File: src/wake_pkg.sv
// constants for the port pin stop-wake block
`default_nettype none
package wake_pkg;
  // register indices; byte address is four times the index
  localparam logic [11:0] IDX_WAKE_REF_STATUS = 12'hf0a;
  localparam logic [11:0] IDX_PORT3_WAKE_SEL  = 12'hf0e;
  localparam logic [11:0] IDX_PORT2_WAKE_SEL  = 12'hf0c;
  localparam logic [11:0] IDX_GATED_WAKE_SEL  = 12'hf0d;
  localparam logic [11:0] IDX_PORT2_DATA      = 12'hf10;
  localparam logic [11:0] IDX_PORT3_DATA      = 12'hf11;
  localparam logic [11:0] IDX_PORT3_MODE      = 12'hf12;
  localparam logic [11:0] IDX_PORT2_DIR       = 12'hf13;
  localparam logic [11:0] IDX_PORT3_DIR       = 12'hf14;
  localparam logic [11:0] IDX_IRQ_STATUS      = 12'hf15;
  localparam logic [11:0] IDX_IRQ_MASK        = 12'hf16;
  // wake_reference_status fields
  localparam int STAT_IRQ_EN = 4;
  localparam int STAT_P3_LO  = 2;
  localparam int STAT_P2_LO  = 0;
  localparam logic [1:0] REF_NONE  = 2'h0;
  localparam logic [1:0] REF_READ  = 2'h1;
  localparam logic [1:0] REF_WRITE = 2'h2;
  localparam logic [1:0] REF_RSVD  = 2'h3;
  // gated_wake_select fields
  localparam int GATE_LEVEL  = 6;
  localparam int GATE_SRC_LO = 2;
  // port3_mode_reg bit that also opens the interrupt path
  localparam int P3M_IRQ_BIT = 1;
  // interrupt status bits
  localparam int IRQ_P3 = 0;
  localparam int IRQ_P2 = 1;
  localparam int IRQ_GT = 2;
  // reset values
  localparam logic [7:0] RST_BYTE = 8'h00;
endpackage
`default_nettype wire

File: src/wake_ref_if.sv
// carrier between control logic and a pin compare unit
`default_nettype none
interface wake_ref_if #(parameter int W = 4);
  logic [W-1:0] pins;
  logic [W-1:0] ref_val;
  logic [W-1:0] select;
  logic         use_ref;
  logic         event_hit;
  modport cmp (input pins, ref_val, select, use_ref, output event_hit);
  modport ctl (output pins, ref_val, select, use_ref, input event_hit);
endinterface
`default_nettype wire

File: src/pin_sync.sv
// two-flop synchroniser for pin inputs
`default_nettype none
module pin_sync #(
  parameter int W = 4
) (
  // clock and reset
  input  wire logic         clk_i,
  input  wire logic         rst_i,
  // async pins in, synced out
  input  wire logic [W-1:0] d_i,
  output logic      [W-1:0] q_o
);
  logic [W-1:0] meta_q;

  // first stage feeds only the second
  always_ff @(posedge clk_i)
  begin
    if (rst_i)
    begin
      meta_q <= '0;
      q_o    <= '0;
    end
    else
    begin
      meta_q <= d_i;
      q_o    <= meta_q;
    end
  end
endmodule
`default_nettype wire

File: src/wake_compare.sv
// per-pin wake compare: low level or change from reference
`default_nettype none
module wake_compare #(
  parameter int W = 4
) (
  // clock and reset
  input  wire logic clk_i,
  input  wire logic rst_i,
  // compare inputs and registered hit
  wake_ref_if.cmp   port
);
  // without a reference a selected pin wakes on zero
  always_ff @(posedge clk_i)
  begin
    if (rst_i)
      port.event_hit <= 1'b0;
    else if (port.use_ref)
      port.event_hit <= |(port.select & (port.pins ^ port.ref_val));
    else
      port.event_hit <= |(port.select & ~port.pins);
  end
endmodule
`default_nettype wire

File: src/port_pin_stop_wake.sv
// stop-wake event logic with wishbone register access
`default_nettype none
module port_pin_stop_wake
  import wake_pkg::*;
(
  // clock and reset
  input  wire logic        clk_i,
  input  wire logic        rst_i,
  // wishbone slave
  input  wire logic        wb_cyc_i,
  input  wire logic        wb_stb_i,
  input  wire logic        wb_we_i,
  input  wire logic [13:0] wb_adr_i,
  input  wire logic [3:0]  wb_sel_i,
  input  wire logic [31:0] wb_dat_i,
  output logic      [31:0] wb_dat_o,
  output logic             wb_ack_o,
  // port pins
  input  wire logic [3:0]  port3_pins_i,
  input  wire logic [7:0]  port2_pins_i,
  input  wire logic [7:0]  port0_pins_i,
  // port data outputs
  output logic      [3:0]  port3_out_o,
  output logic      [7:0]  port2_out_o,
  // wake and interrupt
  output logic             stop_wake_event_o,
  output logic             wake_irq_line_o
);
  logic [3:0] p3_s;
  logic [7:0] p2_s;
  logic [7:0] p0_s;
  logic [3:0] sel3_q;
  logic [7:0] sel2_q;
  logic [3:0] gated_q;
  logic [4:0] stat_q;
  logic [1:0] p3st_q;
  logic [1:0] p2st_q;
  logic       irqen_q;
  logic [3:0] ref3_q;
  logic [7:0] ref2_q;
  logic [7:0] p3m_q;
  logic [7:0] p2dir_q;
  logic [3:0] p3dir_q;
  logic [2:0] ist_q;
  logic [2:0] imask_q;
  logic       ack_q;
  logic [7:0] dat_q;
  logic [7:0] rd_d;
  logic       gate_hit_q;
  logic       gate_d;
  logic [2:0] hits;
  logic       acc;
  logic       wr;
  logic       rd;
  logic [11:0] idx;

  wake_ref_if #(.W(4)) p3_if ();
  wake_ref_if #(.W(8)) p2_if ();

  // pins pass two flops before any logic
  pin_sync #(.W(4)) u_sync3 (.clk_i(clk_i), .rst_i(rst_i),
    .d_i(port3_pins_i), .q_o(p3_s));
  pin_sync #(.W(8)) u_sync2 (.clk_i(clk_i), .rst_i(rst_i),
    .d_i(port2_pins_i), .q_o(p2_s));
  pin_sync #(.W(8)) u_sync0 (.clk_i(clk_i), .rst_i(rst_i),
    .d_i(port0_pins_i), .q_o(p0_s));

  // status byte view; each field has a single writing process
  assign stat_q = {irqen_q, p3st_q, p2st_q};

  // compare units
  assign p3_if.pins    = p3_s;
  assign p3_if.ref_val = ref3_q;
  assign p3_if.select  = sel3_q;
  assign p3_if.use_ref = (stat_q[STAT_P3_LO+:2] != REF_NONE);
  assign p2_if.pins    = p2_s;
  assign p2_if.ref_val = ref2_q;
  assign p2_if.select  = sel2_q;
  assign p2_if.use_ref = (stat_q[STAT_P2_LO+:2] != REF_NONE);
  wake_compare #(.W(4)) u_cmp3 (.clk_i(clk_i), .rst_i(rst_i),
    .port(p3_if));
  wake_compare #(.W(8)) u_cmp2 (.clk_i(clk_i), .rst_i(rst_i),
    .port(p2_if));

  // reduce over bits not ignored; ignored bits are neutral
  function automatic logic gate_reduce(input logic [7:0] v,
                                       input logic [7:0] keep,
                                       input logic       is_nand);
    logic r;
    r = is_nand ? ~&(v | ~keep) : ~|(v & keep);
    return r;
  endfunction

  // wishbone address decode on word index
  function automatic logic hit(input logic [11:0] a,
                               input logic [11:0] i);
    return a == i;
  endfunction

  // gated source: pins driven or already selected are dropped
  always_comb
  begin
    logic [7:0] k2;
    logic [7:0] k3;
    logic [7:0] v3;
    logic       o;
    k2 = ~p2dir_q & ~sel2_q;
    k3 = {4'h0, ~p3dir_q & ~sel3_q};
    v3 = {4'h0, p3_s};
    o  = 1'b0;
    case (gated_q[2:0])
      3'h1: o = gate_reduce(p2_s, k2 & 8'h0f, 1'b1);
      3'h2: o = gate_reduce(p2_s, k2, 1'b1);
      3'h3: o = gate_reduce(v3, k3 & 8'h0e, 1'b0);
      3'h4: o = gate_reduce(v3, k3 & 8'h0e, 1'b1);
      3'h5: o = gate_reduce({p0_s[7], p0_s[0], v3[5:0]},
                            {2'h3, k3[5:1] & 5'h07, 1'b0}, 1'b0);
      3'h6: o = gate_reduce({p0_s[7], p0_s[0], v3[5:0]},
                            {2'h3, k3[5:1] & 5'h07, 1'b0}, 1'b1);
      3'h7: o = gate_reduce({1'b0, p2_s[2:0], v3[3:1], 1'b0},
                            {1'b0, k2[2:0], k3[3:1], 1'b0}, 1'b1);
      default: o = ~gated_q[3];
    endcase
    gate_d = (gated_q[2:0] != 3'h0) && (o == gated_q[3]);
  end

  always_ff @(posedge clk_i)
  begin
    if (rst_i)
      gate_hit_q <= 1'b0;
    else
      gate_hit_q <= gate_d;
  end

  // any source wakes the part
  assign hits = {gate_hit_q, p2_if.event_hit, p3_if.event_hit};

  always_ff @(posedge clk_i)
  begin
    if (rst_i)
      stop_wake_event_o <= 1'b0;
    else
      stop_wake_event_o <= |hits;
  end

  // bus access happens at the edge where ack is high
  assign idx      = wb_adr_i[13:2];
  assign acc      = wb_cyc_i && wb_stb_i && ack_q;
  assign wr       = acc && wb_we_i && wb_sel_i[0];
  assign rd       = acc && !wb_we_i;
  assign wb_ack_o = ack_q;
  assign wb_dat_o = {24'h0, dat_q};

  // one wait state; ack drops after one cycle
  always_ff @(posedge clk_i)
  begin
    if (rst_i)
      ack_q <= 1'b0;
    else
      ack_q <= wb_cyc_i && wb_stb_i && !ack_q;
  end

  // read mux; unmapped and reserved bits read zero
  always_comb
  begin
    rd_d = RST_BYTE;
    if (hit(idx, IDX_WAKE_REF_STATUS))
      rd_d = {3'h0, stat_q};
    else if (hit(idx, IDX_PORT3_WAKE_SEL))
      rd_d = {4'h0, sel3_q};
    else if (hit(idx, IDX_PORT2_WAKE_SEL))
      rd_d = sel2_q;
    else if (hit(idx, IDX_GATED_WAKE_SEL))
      rd_d = {1'b0, gated_q[3], 1'b0, gated_q[2:0], 2'h0};
    else if (hit(idx, IDX_PORT2_DATA))
      rd_d = p2_s;
    else if (hit(idx, IDX_PORT3_DATA))
      rd_d = {4'h0, p3_s};
    else if (hit(idx, IDX_PORT3_MODE))
      rd_d = p3m_q;
    else if (hit(idx, IDX_PORT2_DIR))
      rd_d = p2dir_q;
    else if (hit(idx, IDX_PORT3_DIR))
      rd_d = {4'h0, p3dir_q};
    else if (hit(idx, IDX_IRQ_STATUS))
      rd_d = {5'h0, ist_q};
    else if (hit(idx, IDX_IRQ_MASK))
      rd_d = {5'h0, imask_q};
  end

  // read data captured when the request arrives
  always_ff @(posedge clk_i)
  begin
    if (rst_i)
      dat_q <= RST_BYTE;
    else if (wb_cyc_i && wb_stb_i && !ack_q)
      dat_q <= rd_d;
  end

  // select and enable registers; reset only, never cleared on wake
  always_ff @(posedge clk_i)
  begin
    if (rst_i)
    begin
      sel3_q  <= 4'h0;
      sel2_q  <= RST_BYTE;
      gated_q <= 4'h0;
      irqen_q <= 1'b0;
    end
    else if (wr)
    begin
      if (hit(idx, IDX_PORT3_WAKE_SEL))
        sel3_q <= wb_dat_i[3:0];
      if (hit(idx, IDX_PORT2_WAKE_SEL))
        sel2_q <= wb_dat_i[7:0];
      if (hit(idx, IDX_GATED_WAKE_SEL))
        gated_q <= {wb_dat_i[GATE_LEVEL], wb_dat_i[GATE_SRC_LO+:3]};
      if (hit(idx, IDX_WAKE_REF_STATUS))
        irqen_q <= wb_dat_i[STAT_IRQ_EN];
    end
  end

  // port data, mode and direction registers
  always_ff @(posedge clk_i)
  begin
    if (rst_i)
    begin
      port3_out_o <= 4'h0;
      port2_out_o <= RST_BYTE;
      p3m_q       <= RST_BYTE;
      p2dir_q     <= RST_BYTE;
      p3dir_q     <= 4'h0;
    end
    else if (wr)
    begin
      if (hit(idx, IDX_PORT3_DATA))
        port3_out_o <= wb_dat_i[3:0];
      if (hit(idx, IDX_PORT2_DATA))
        port2_out_o <= wb_dat_i[7:0];
      if (hit(idx, IDX_PORT3_MODE))
        p3m_q <= wb_dat_i[7:0];
      if (hit(idx, IDX_PORT2_DIR))
        p2dir_q <= wb_dat_i[7:0];
      if (hit(idx, IDX_PORT3_DIR))
        p3dir_q <= wb_dat_i[3:0];
    end
  end

  // port 3 reference; a read keeps the nibble it returned, not later pins
  always_ff @(posedge clk_i)
  begin
    if (rst_i)
    begin
      ref3_q <= 4'h0;
      p3st_q <= REF_NONE;
    end
    else if (rd && hit(idx, IDX_PORT3_DATA))
    begin
      ref3_q <= dat_q[3:0];
      p3st_q <= REF_READ;
    end
    else if (wr && hit(idx, IDX_PORT3_DATA))
    begin
      ref3_q <= wb_dat_i[3:0];
      p3st_q <= REF_WRITE;
    end
    else if (wr && hit(idx, IDX_WAKE_REF_STATUS)
             && wb_dat_i[STAT_P3_LO+:2] != REF_RSVD)
      p3st_q <= wb_dat_i[STAT_P3_LO+:2];
  end

  // port 2 reference and status
  always_ff @(posedge clk_i)
  begin
    if (rst_i)
    begin
      ref2_q <= RST_BYTE;
      p2st_q <= REF_NONE;
    end
    else if (rd && hit(idx, IDX_PORT2_DATA))
    begin
      ref2_q <= dat_q;
      p2st_q <= REF_READ;
    end
    else if (wr && hit(idx, IDX_PORT2_DATA))
    begin
      ref2_q <= wb_dat_i[7:0];
      p2st_q <= REF_WRITE;
    end
    else if (wr && hit(idx, IDX_WAKE_REF_STATUS)
             && wb_dat_i[STAT_P2_LO+:2] != REF_RSVD)
      p2st_q <= wb_dat_i[STAT_P2_LO+:2];
  end

  // sticky status, write one to clear; a new hit wins
  always_ff @(posedge clk_i)
  begin
    if (rst_i)
    begin
      ist_q   <= 3'h0;
      imask_q <= 3'h0;
    end
    else
    begin
      if (wr && hit(idx, IDX_IRQ_STATUS))
        ist_q <= (ist_q & ~wb_dat_i[2:0]) | hits;
      else
        ist_q <= ist_q | hits;
      if (wr && hit(idx, IDX_IRQ_MASK))
        imask_q <= wb_dat_i[2:0];
    end
  end

  // irq path open by enable bit, or by port3 mode bit
  assign wake_irq_line_o = |(ist_q & imask_q)
    && (stat_q[STAT_IRQ_EN] || p3m_q[P3M_IRQ_BIT]);

  // checks
  ack_pulse_a: assert property (@(posedge clk_i) disable iff (rst_i)
    ack_q |=> !ack_q) else $error("ack held more than one cycle");
  read_ref_a: assert property (@(posedge clk_i) disable iff (rst_i)
    rd && hit(idx, IDX_PORT3_DATA) |=>
      stat_q[3:2] == REF_READ && ref3_q == $past(dat_q[3:0]))
    else $error("port3 read did not latch reference");
  write_ref_a: assert property (@(posedge clk_i) disable iff (rst_i)
    wr && hit(idx, IDX_PORT3_DATA) |=>
      stat_q[3:2] == REF_WRITE && ref3_q == $past(wb_dat_i[3:0]))
    else $error("port3 write did not latch reference");
  zero_wake_a: assert property (@(posedge clk_i) disable iff (rst_i)
    stat_q[3:2] == REF_NONE && |(sel3_q & ~p3_s) |-> ##2
      stop_wake_event_o) else $error("low pin gave no wake");
  diff_wake_a: assert property (@(posedge clk_i) disable iff (rst_i)
    stat_q[3:2] != REF_NONE && |(sel3_q & (p3_s ^ ref3_q)) |-> ##2
      stop_wake_event_o) else $error("changed pin gave no wake");
  no_spurious_a: assert property (@(posedge clk_i) disable iff (rst_i)
    !(|hits) |=> !stop_wake_event_o)
    else $error("wake without a source");
  sel_write_a: assert property (@(posedge clk_i) disable iff (rst_i)
    wr && hit(idx, IDX_PORT3_WAKE_SEL) |=>
      sel3_q == $past(wb_dat_i[3:0])) else $error("select not stored");
  irq_route_a: assert property (@(posedge clk_i) disable iff (rst_i)
    hits[IRQ_P3] && imask_q[IRQ_P3] && stat_q[STAT_IRQ_EN]
      && $stable(stat_q) |=> wake_irq_line_o)
    else $error("wake did not raise interrupt");
  stat_rsvd_a: assert property (@(posedge clk_i) disable iff (rst_i)
    stat_q[3:2] != REF_RSVD) else $error("reserved status code held");
  gated_mask_a: assert property (@(posedge clk_i) disable iff (rst_i)
    gated_q[2:0] == 3'h3 && (sel3_q[3:1] | p3dir_q[3:1]) == 3'h7 |=>
      gate_hit_q == $past(gated_q[3])) else $error("ignored pin counted");
endmodule
`default_nettype wire

File: config.mk
export PLATFORM = sky130hd
export DESIGN_NAME = port_pin_stop_wake
export DESIGN_NICKNAME = d
export VERILOG_FILES = /design/src/wake_pkg.sv /design/src/wake_ref_if.sv /design/src/pin_sync.sv /design/src/wake_compare.sv /design/src/port_pin_stop_wake.sv
export SDC_FILE = /design/constraint.sdc
export NUM_CORES = 1
export LEC_CHECK = 0
export ABC_AREA = 1
export BUFFER_PORTS_ARGS = -buffer_cell sky130_fd_sc_hd__buf_2
export CAP_MARGIN = 20
export CORE_AREA = 2 2 112 114
export CTS_CLUSTER_SIZE = 8
export DETAILED_ROUTE_END_ITERATION = 7
export DIE_AREA = 0 0 114 116
export GPL_ROUTABILITY_DRIVEN = 0
export GPL_TIMING_DRIVEN = 0
export PLACE_DENSITY = 0.71
export RECOVER_POWER = 25
export SLEW_MARGIN = 20
export SYNTH_ARGS = -nofsm -noshare
export SYNTH_HDL_FRONTEND = slang
export SYNTH_SLANG_ARGS = --single-unit
File: constraint.sdc
create_clock -name clk_i -period 2.7 [get_ports clk_i]
set_input_delay 0.405 -clock clk_i [delete_from_list [all_inputs] [get_ports clk_i]]
set_output_delay 0.405 -clock clk_i [all_outputs]
set_load 0.1 [all_outputs]
-- Yosys cells after proc, flatten, opt, wreduce, memory -nomap -nowiden
Cells that the tools add are included.
W data, S select, Z words.
- bits of input ports: 75
- output and inout bits: 47
- flip-flop bits (word level): 124
- word-level logic and storage cells: 167
- equal/unequal tests: 21
- mux-type cells: 25
- bitwise gates (word level): 32
- reduce and logical (&&, ||, !) cells: 60
- operator list (cell ; count):
    $eq A12 B12 Y1 const B ; 11
    $mux W8 ; 10
    $not A8 Y8 ; 5
    $reduce_and A8 Y1 ; 5
    $and A8 B8 Y8 ; 4
    $reduce_or A8 Y1 ; 4
    $or A8 B8 Y8 ; 3
    $reduce_and A2 Y1 ; 9
    $logic_and A1 B1 Y1 ; 17
    $and A4 B4 Y4 ; 4
    $not A4 Y8 ; 2
    $eq A3 B3 Y1 const B ; 4
    $mux W4 ; 3
    $not A4 Y4 ; 3
    $reduce_bool A2 Y1 ; 6
    $logic_not A1 Y1 ; 9
    $mux W3 ; 3
    $reduce_bool A3 Y1 ; 3
    $mux W2 ; 4
    $not A7 Y8 ; 1
    $or A4 B8 Y8 ; 1
    $or A7 B8 Y8 ; 1
    $reduce_or A4 Y1 ; 2
    $xor A8 B8 Y8 ; 1
    14 further kinds ; 23

-- Logic depth before layout (Yosys ltp)
- word-level depth: 12
- mapped depth: 14
- mapped depth without buffers: 14

-- Modules after synthesis
A second synthesis with hierarchy kept.
- cells, all modules: 833
- area total of the unflattened synthesis: 5938.2 um^2
- modules (own cells, without submodules) (module ; instances ; cells each ; area an instance (um^2) ; seq. area each (um^2)):
    port_pin_stop_wake ; 1 ; 612 ; 4331.7 ; 1641.6
    pin_sync at u_sync0 ... ; 2 ; 50 ; 474.2 ; 320.3
    wake_compare at u_cmp2 ; 1 ; 66 ; 280.3 ; 20.0
    pin_sync at u_sync3 ; 1 ; 25 ; 231.5 ; 160.2
    wake_compare at u_cmp3 ; 1 ; 30 ; 146.4 ; 20.0

-- Worst setup path after synthesis
OpenSTA, ideal clock, no wires.
- path type: register to register
- start point: register ack_q, in the netlist wb_ack_o
- end point: register p2st_q[0]
- setup slack: 0.470 ns
- setup time: 0.115 ns
- data required time: 2.585 ns
- period minus slack after synthesis: 2.230 ns
- cell stages (with the launch flop): 11
- data arrival time: 2.115 ns
- path buffers: 0
- path through: dfxtp_1 -> inv_2 -> nor3_2 -> nand3_4 -> clkinv_4 -> nand2_2 -> inv_2 -> o21ai_2 -> nand3_1 -> o31ai_1 -> o21a_1
- word-level cells in the longest chain between the ends: 6
- elaborated cells on any way between the ends: 11
- those cells by class: mux (2); reduce/logical (9)
- ends and longest elaborated chain (what ; line ; source):
    from (decl) ; port_pin_stop_wake.sv:46 ; logic ack_q;
    from (signal assigned) ; port_pin_stop_wake.sv:160 ; ack_q <= wb_cyc_i && wb_stb_i && !ack_q;
    $logic_and A1 B1 Y1 (*) ; port_pin_stop_wake.sv:148 ; assign acc = wb_cyc_i && wb_stb_i && ack_q;
    $logic_and A1 B1 Y1 (2 in series) ; port_pin_stop_wake.sv:149 ; assign wr = acc && wb_we_i && wb_sel_i[0];
    $logic_and A1 B1 Y1 (on tied branches) ; port_pin_stop_wake.sv:285, port_pin_stop_wake.sv:290 ;
    $mux W2 or $logic_and A1 B1 Y1 (tied branches) ; port_pin_stop_wake.sv:285, port_pin_stop_wake.sv:291 ;
    $mux W1 or $reduce_bool A3 Y1 (tied branches) ; -- ;
    to (signal assigned) ; port_pin_stop_wake.sv:292 ; p2st_q <= wb_dat_i[STAT_P2_LO+:2];
    to (decl) ; port_pin_stop_wake.sv:37 ; logic [1:0] p2st_q;
Mark *: on every way between the ends. The rest lies on a longest branch, timed or not.
A chain may end at the register's enable or synchronous reset.

-- Worst setup path after layout
- start point: register port3_out_o[0]
- end point: output port3_out_o[0]
- RTL lines (what ; line ; source):
    from (decl) ; port_pin_stop_wake.sv:23 ; output logic [3:0] port3_out_o,
    from (signal assigned) ; port_pin_stop_wake.sv:237 ; port3_out_o <= wb_dat_i[3:0];
No word-level cell between the ends.

==> run metrics <==
Max-Cap Viols=0; dpl cells=977; min Tclk post-route=1.96 ns; share of cells above drive strength 1=16.2%; Metal-1 WL=6840 microns; Setup Viol. Count Final=0; port bufs=61; TritonCTS clock tree=yes; Die Span X=114 microns; CTS Sinks=112; post-cts hold buffer count=0; crit-path max FO=2; Final Non-Filler Cells=993; final core utilization=51.9%; arrival time of the worst setup path=1.55 ns; maximum clock rate=511 MHz; DR pass1 iterations=5; Synth Cell Area=5300 sq um; Synth async-reset ratio=0%; most frequent cells in the layout=nand2_1, dfxtp_1, inv_1, nor2_1, a21oi_1; total power=3390 uW; Synth Flop Type=dfxtp_1; vias in the first global route=4,570; Largest stage delay, worst path=0.86 ns; Post-DP HPWL=11,200 microns; drt first-iter violations=396; post-synthesis sequential area ratio=42.3%; final period utilization=72.4%; # diodes=0; flops & latches, synth=112; Via-to-Cell Ratio=5.10; met2 wire length=6310 microns; Post-Syn Instances=746; clk slew on worst S/H paths=0.09 ns; gr ovfl total=0; critical path required time=2.30 ns; largest net degree at the start of global routing=23; top sig layer=met4; CP max-delay cell=clkbuf_1; Layout fillers=1,206; Fin. Hold Viols=0; total CTS buffers=9; P&R area growth vs syn=16.5%; Setup Skew=0.00961 ns; worst path cell trace=clkbuf_1; syn_area_per_cell=7.11 sq um; DRC viols=0; Post-Place Setup Slack=0.521 ns; # IOs=122; Worst-Skew Late Latency=0.36 ns; CP Launch Type=flop; CP endpoint kind=primary output; post-CTS setup buffer count=0; status=finished clean; All-Layer GR Usage=22.5%; CP top delay family=buffers and inverters; RSZ-0062 raised after global routing=false; Worst-Margin Slew=1.17 ns; met3 routed WL=1140 microns; Pins Over Slew Limit=0; Crit Path Class=reg -> out; # nets final=916; P_leak=0.00270 uW; core area=11,900 sq um; Die Y=116 microns; final worst setup slack=0.744 ns; ANT nets after route=0; die area=13,200 sq um; worst path bufs/invs=1; Netlist cell types=42; YS warnings=0; total wire length=14,600 microns; most common cell after layout, fill and taps aside=nand2_1; Rows=40; initial core utilization=44.5%; post-CTS sizing=0; clk buf depth=2; slew margin rel.=22.0%; vias=5,062; clk root buf=clkbuf_16; Power Dens Cells=548 nW/um^2; initial antenna violation count=0; min-delay worst type=in -> reg; first-pass GRT wire length=23,200 microns; H-tree depth=3; setup TNS=0 ns; WL/cell=14.7 microns; Post-synth EDFFs=0; worst vdd ir=281 uV
kinds of logic (layout without fill, tap and decap cells):
| logic type | count (synthesis) | in the layout | share of synthesized area (%) |
|---|---|---|---|
| flops | 112 | 112 | 42.3 |
| buf+inv | 152 | 229 | 13.2 |
| compound gates | 163 | 163 | 17.1 |
| simple gates | 318 | 318 | 27.3 |
| other cells | 1 | 24 | 0.0707 |
power by group:
group	switching (uW)	internal [uW]
Sequential	13.5	1670
Combinational	281	74.2
Clock	683	666
Total	977	2410
layer usage:
layer	vias up	GRT usage [%]
li1	2575	-
met4	0	7.89
met1	2260	31.5
met3	29	3.61
met2	198	35.3
met5	-	0
layout make-up:
| cell class | instances | area [sq um] | area share [%] |
|---|---|---|---|
| Inverter | 110 | 418 | 6.76 |
| Buffer | 42 | 277 | 4.48 |
| Sequential cell | 112 | 2240 | 36.3 |
| Tap cell | 147 | 184 | 2.98 |
| Multi-Input combinational cell | 505 | 2440 | 39.6 |
| Clock inverter | 7 | 86.3 | 1.40 |
| Clock buffer | 9 | 225 | 3.65 |
| Timing Repair Buffer | 61 | 302 | 4.88 |
metrics by stage:
| step | cell area (sq um) | hold slack, ns |
|---|---|---|
| floorplan | 5390 | 0.388 |
| global placement | 5880 | 0.391 |
| detailed placement | 5880 | 0.393 |
| CTS | 6190 | 0.236 |
| global route | 6180 | 0.251 |
| finish | 6180 | 0.241 |
synth_stat cells (2+ instances only):
cell type	count	area share [%]
or2_2	3	0.35
nand3_1	28	2.6
o2111ai_1	5	0.83
a31oi_1	13	1.5
o31ai_1	3	0.42
nand2_2	7	0.83
clkbuf_1	8	0.57
nand2_1	136	9.6
nand4_1	10	1.2
clkinv_1	2	0.14
o21ai_0	57	5.4
dfxtp_1	112	42
a211oi_1	4	0.57
nor3_4	4	1.2
nor3_1	18	1.7
buf_2	2	0.19
a221oi_1	3	0.50
o211ai_1	5	0.71
nor2_1	94	6.7
inv_2	5	0.35
nor2_4	3	0.64
o22ai_1	2	0.24
buf_4	28	4.0
inv_1	102	7.2
nor2_2	5	0.59
nor4_1	6	0.71
a21oi_1	66	6.2
registers in the layout (all words and copies together) (netlist names), 2 cells and up:
register and flops:
port2_out_o 8, u_sync3.meta_q 4, p2dir_q 8, p2st_q 2
u_sync0.meta_q 2, p2_if.ref_val 8, p3m_q 8, imask_q 3
p3dir_q 4, gated_q 4, port3_out_o 4, p2_if.select 8
u_sync2.meta_q 8, u_sync0.q_o 2, ist_q 3, p3st_q 2
u_sync3.q_o 4, p3_if.select 4, p3_if.ref_val 4, dat_q 8
u_sync2.q_o 8
path summary, 6_finish.rpt:
path | depth (start not counted) | start | end | slack (ns)
worst max register to register | 5 | wb_ack_o | dat_q[6] | 0.76
worst min register to register | 2 | u_sync3.meta_q[0] | u_sync3.q_o[0] | 0.40
worst max-delay path | 1 | port3_out_o[0] | port3_out_o[0] | 0.74
worst min-delay path | 3 | port2_pins_i[5] | u_sync2.meta_q[5] | 0.24
Note: power is estimated with default switching activity, not from simulation.
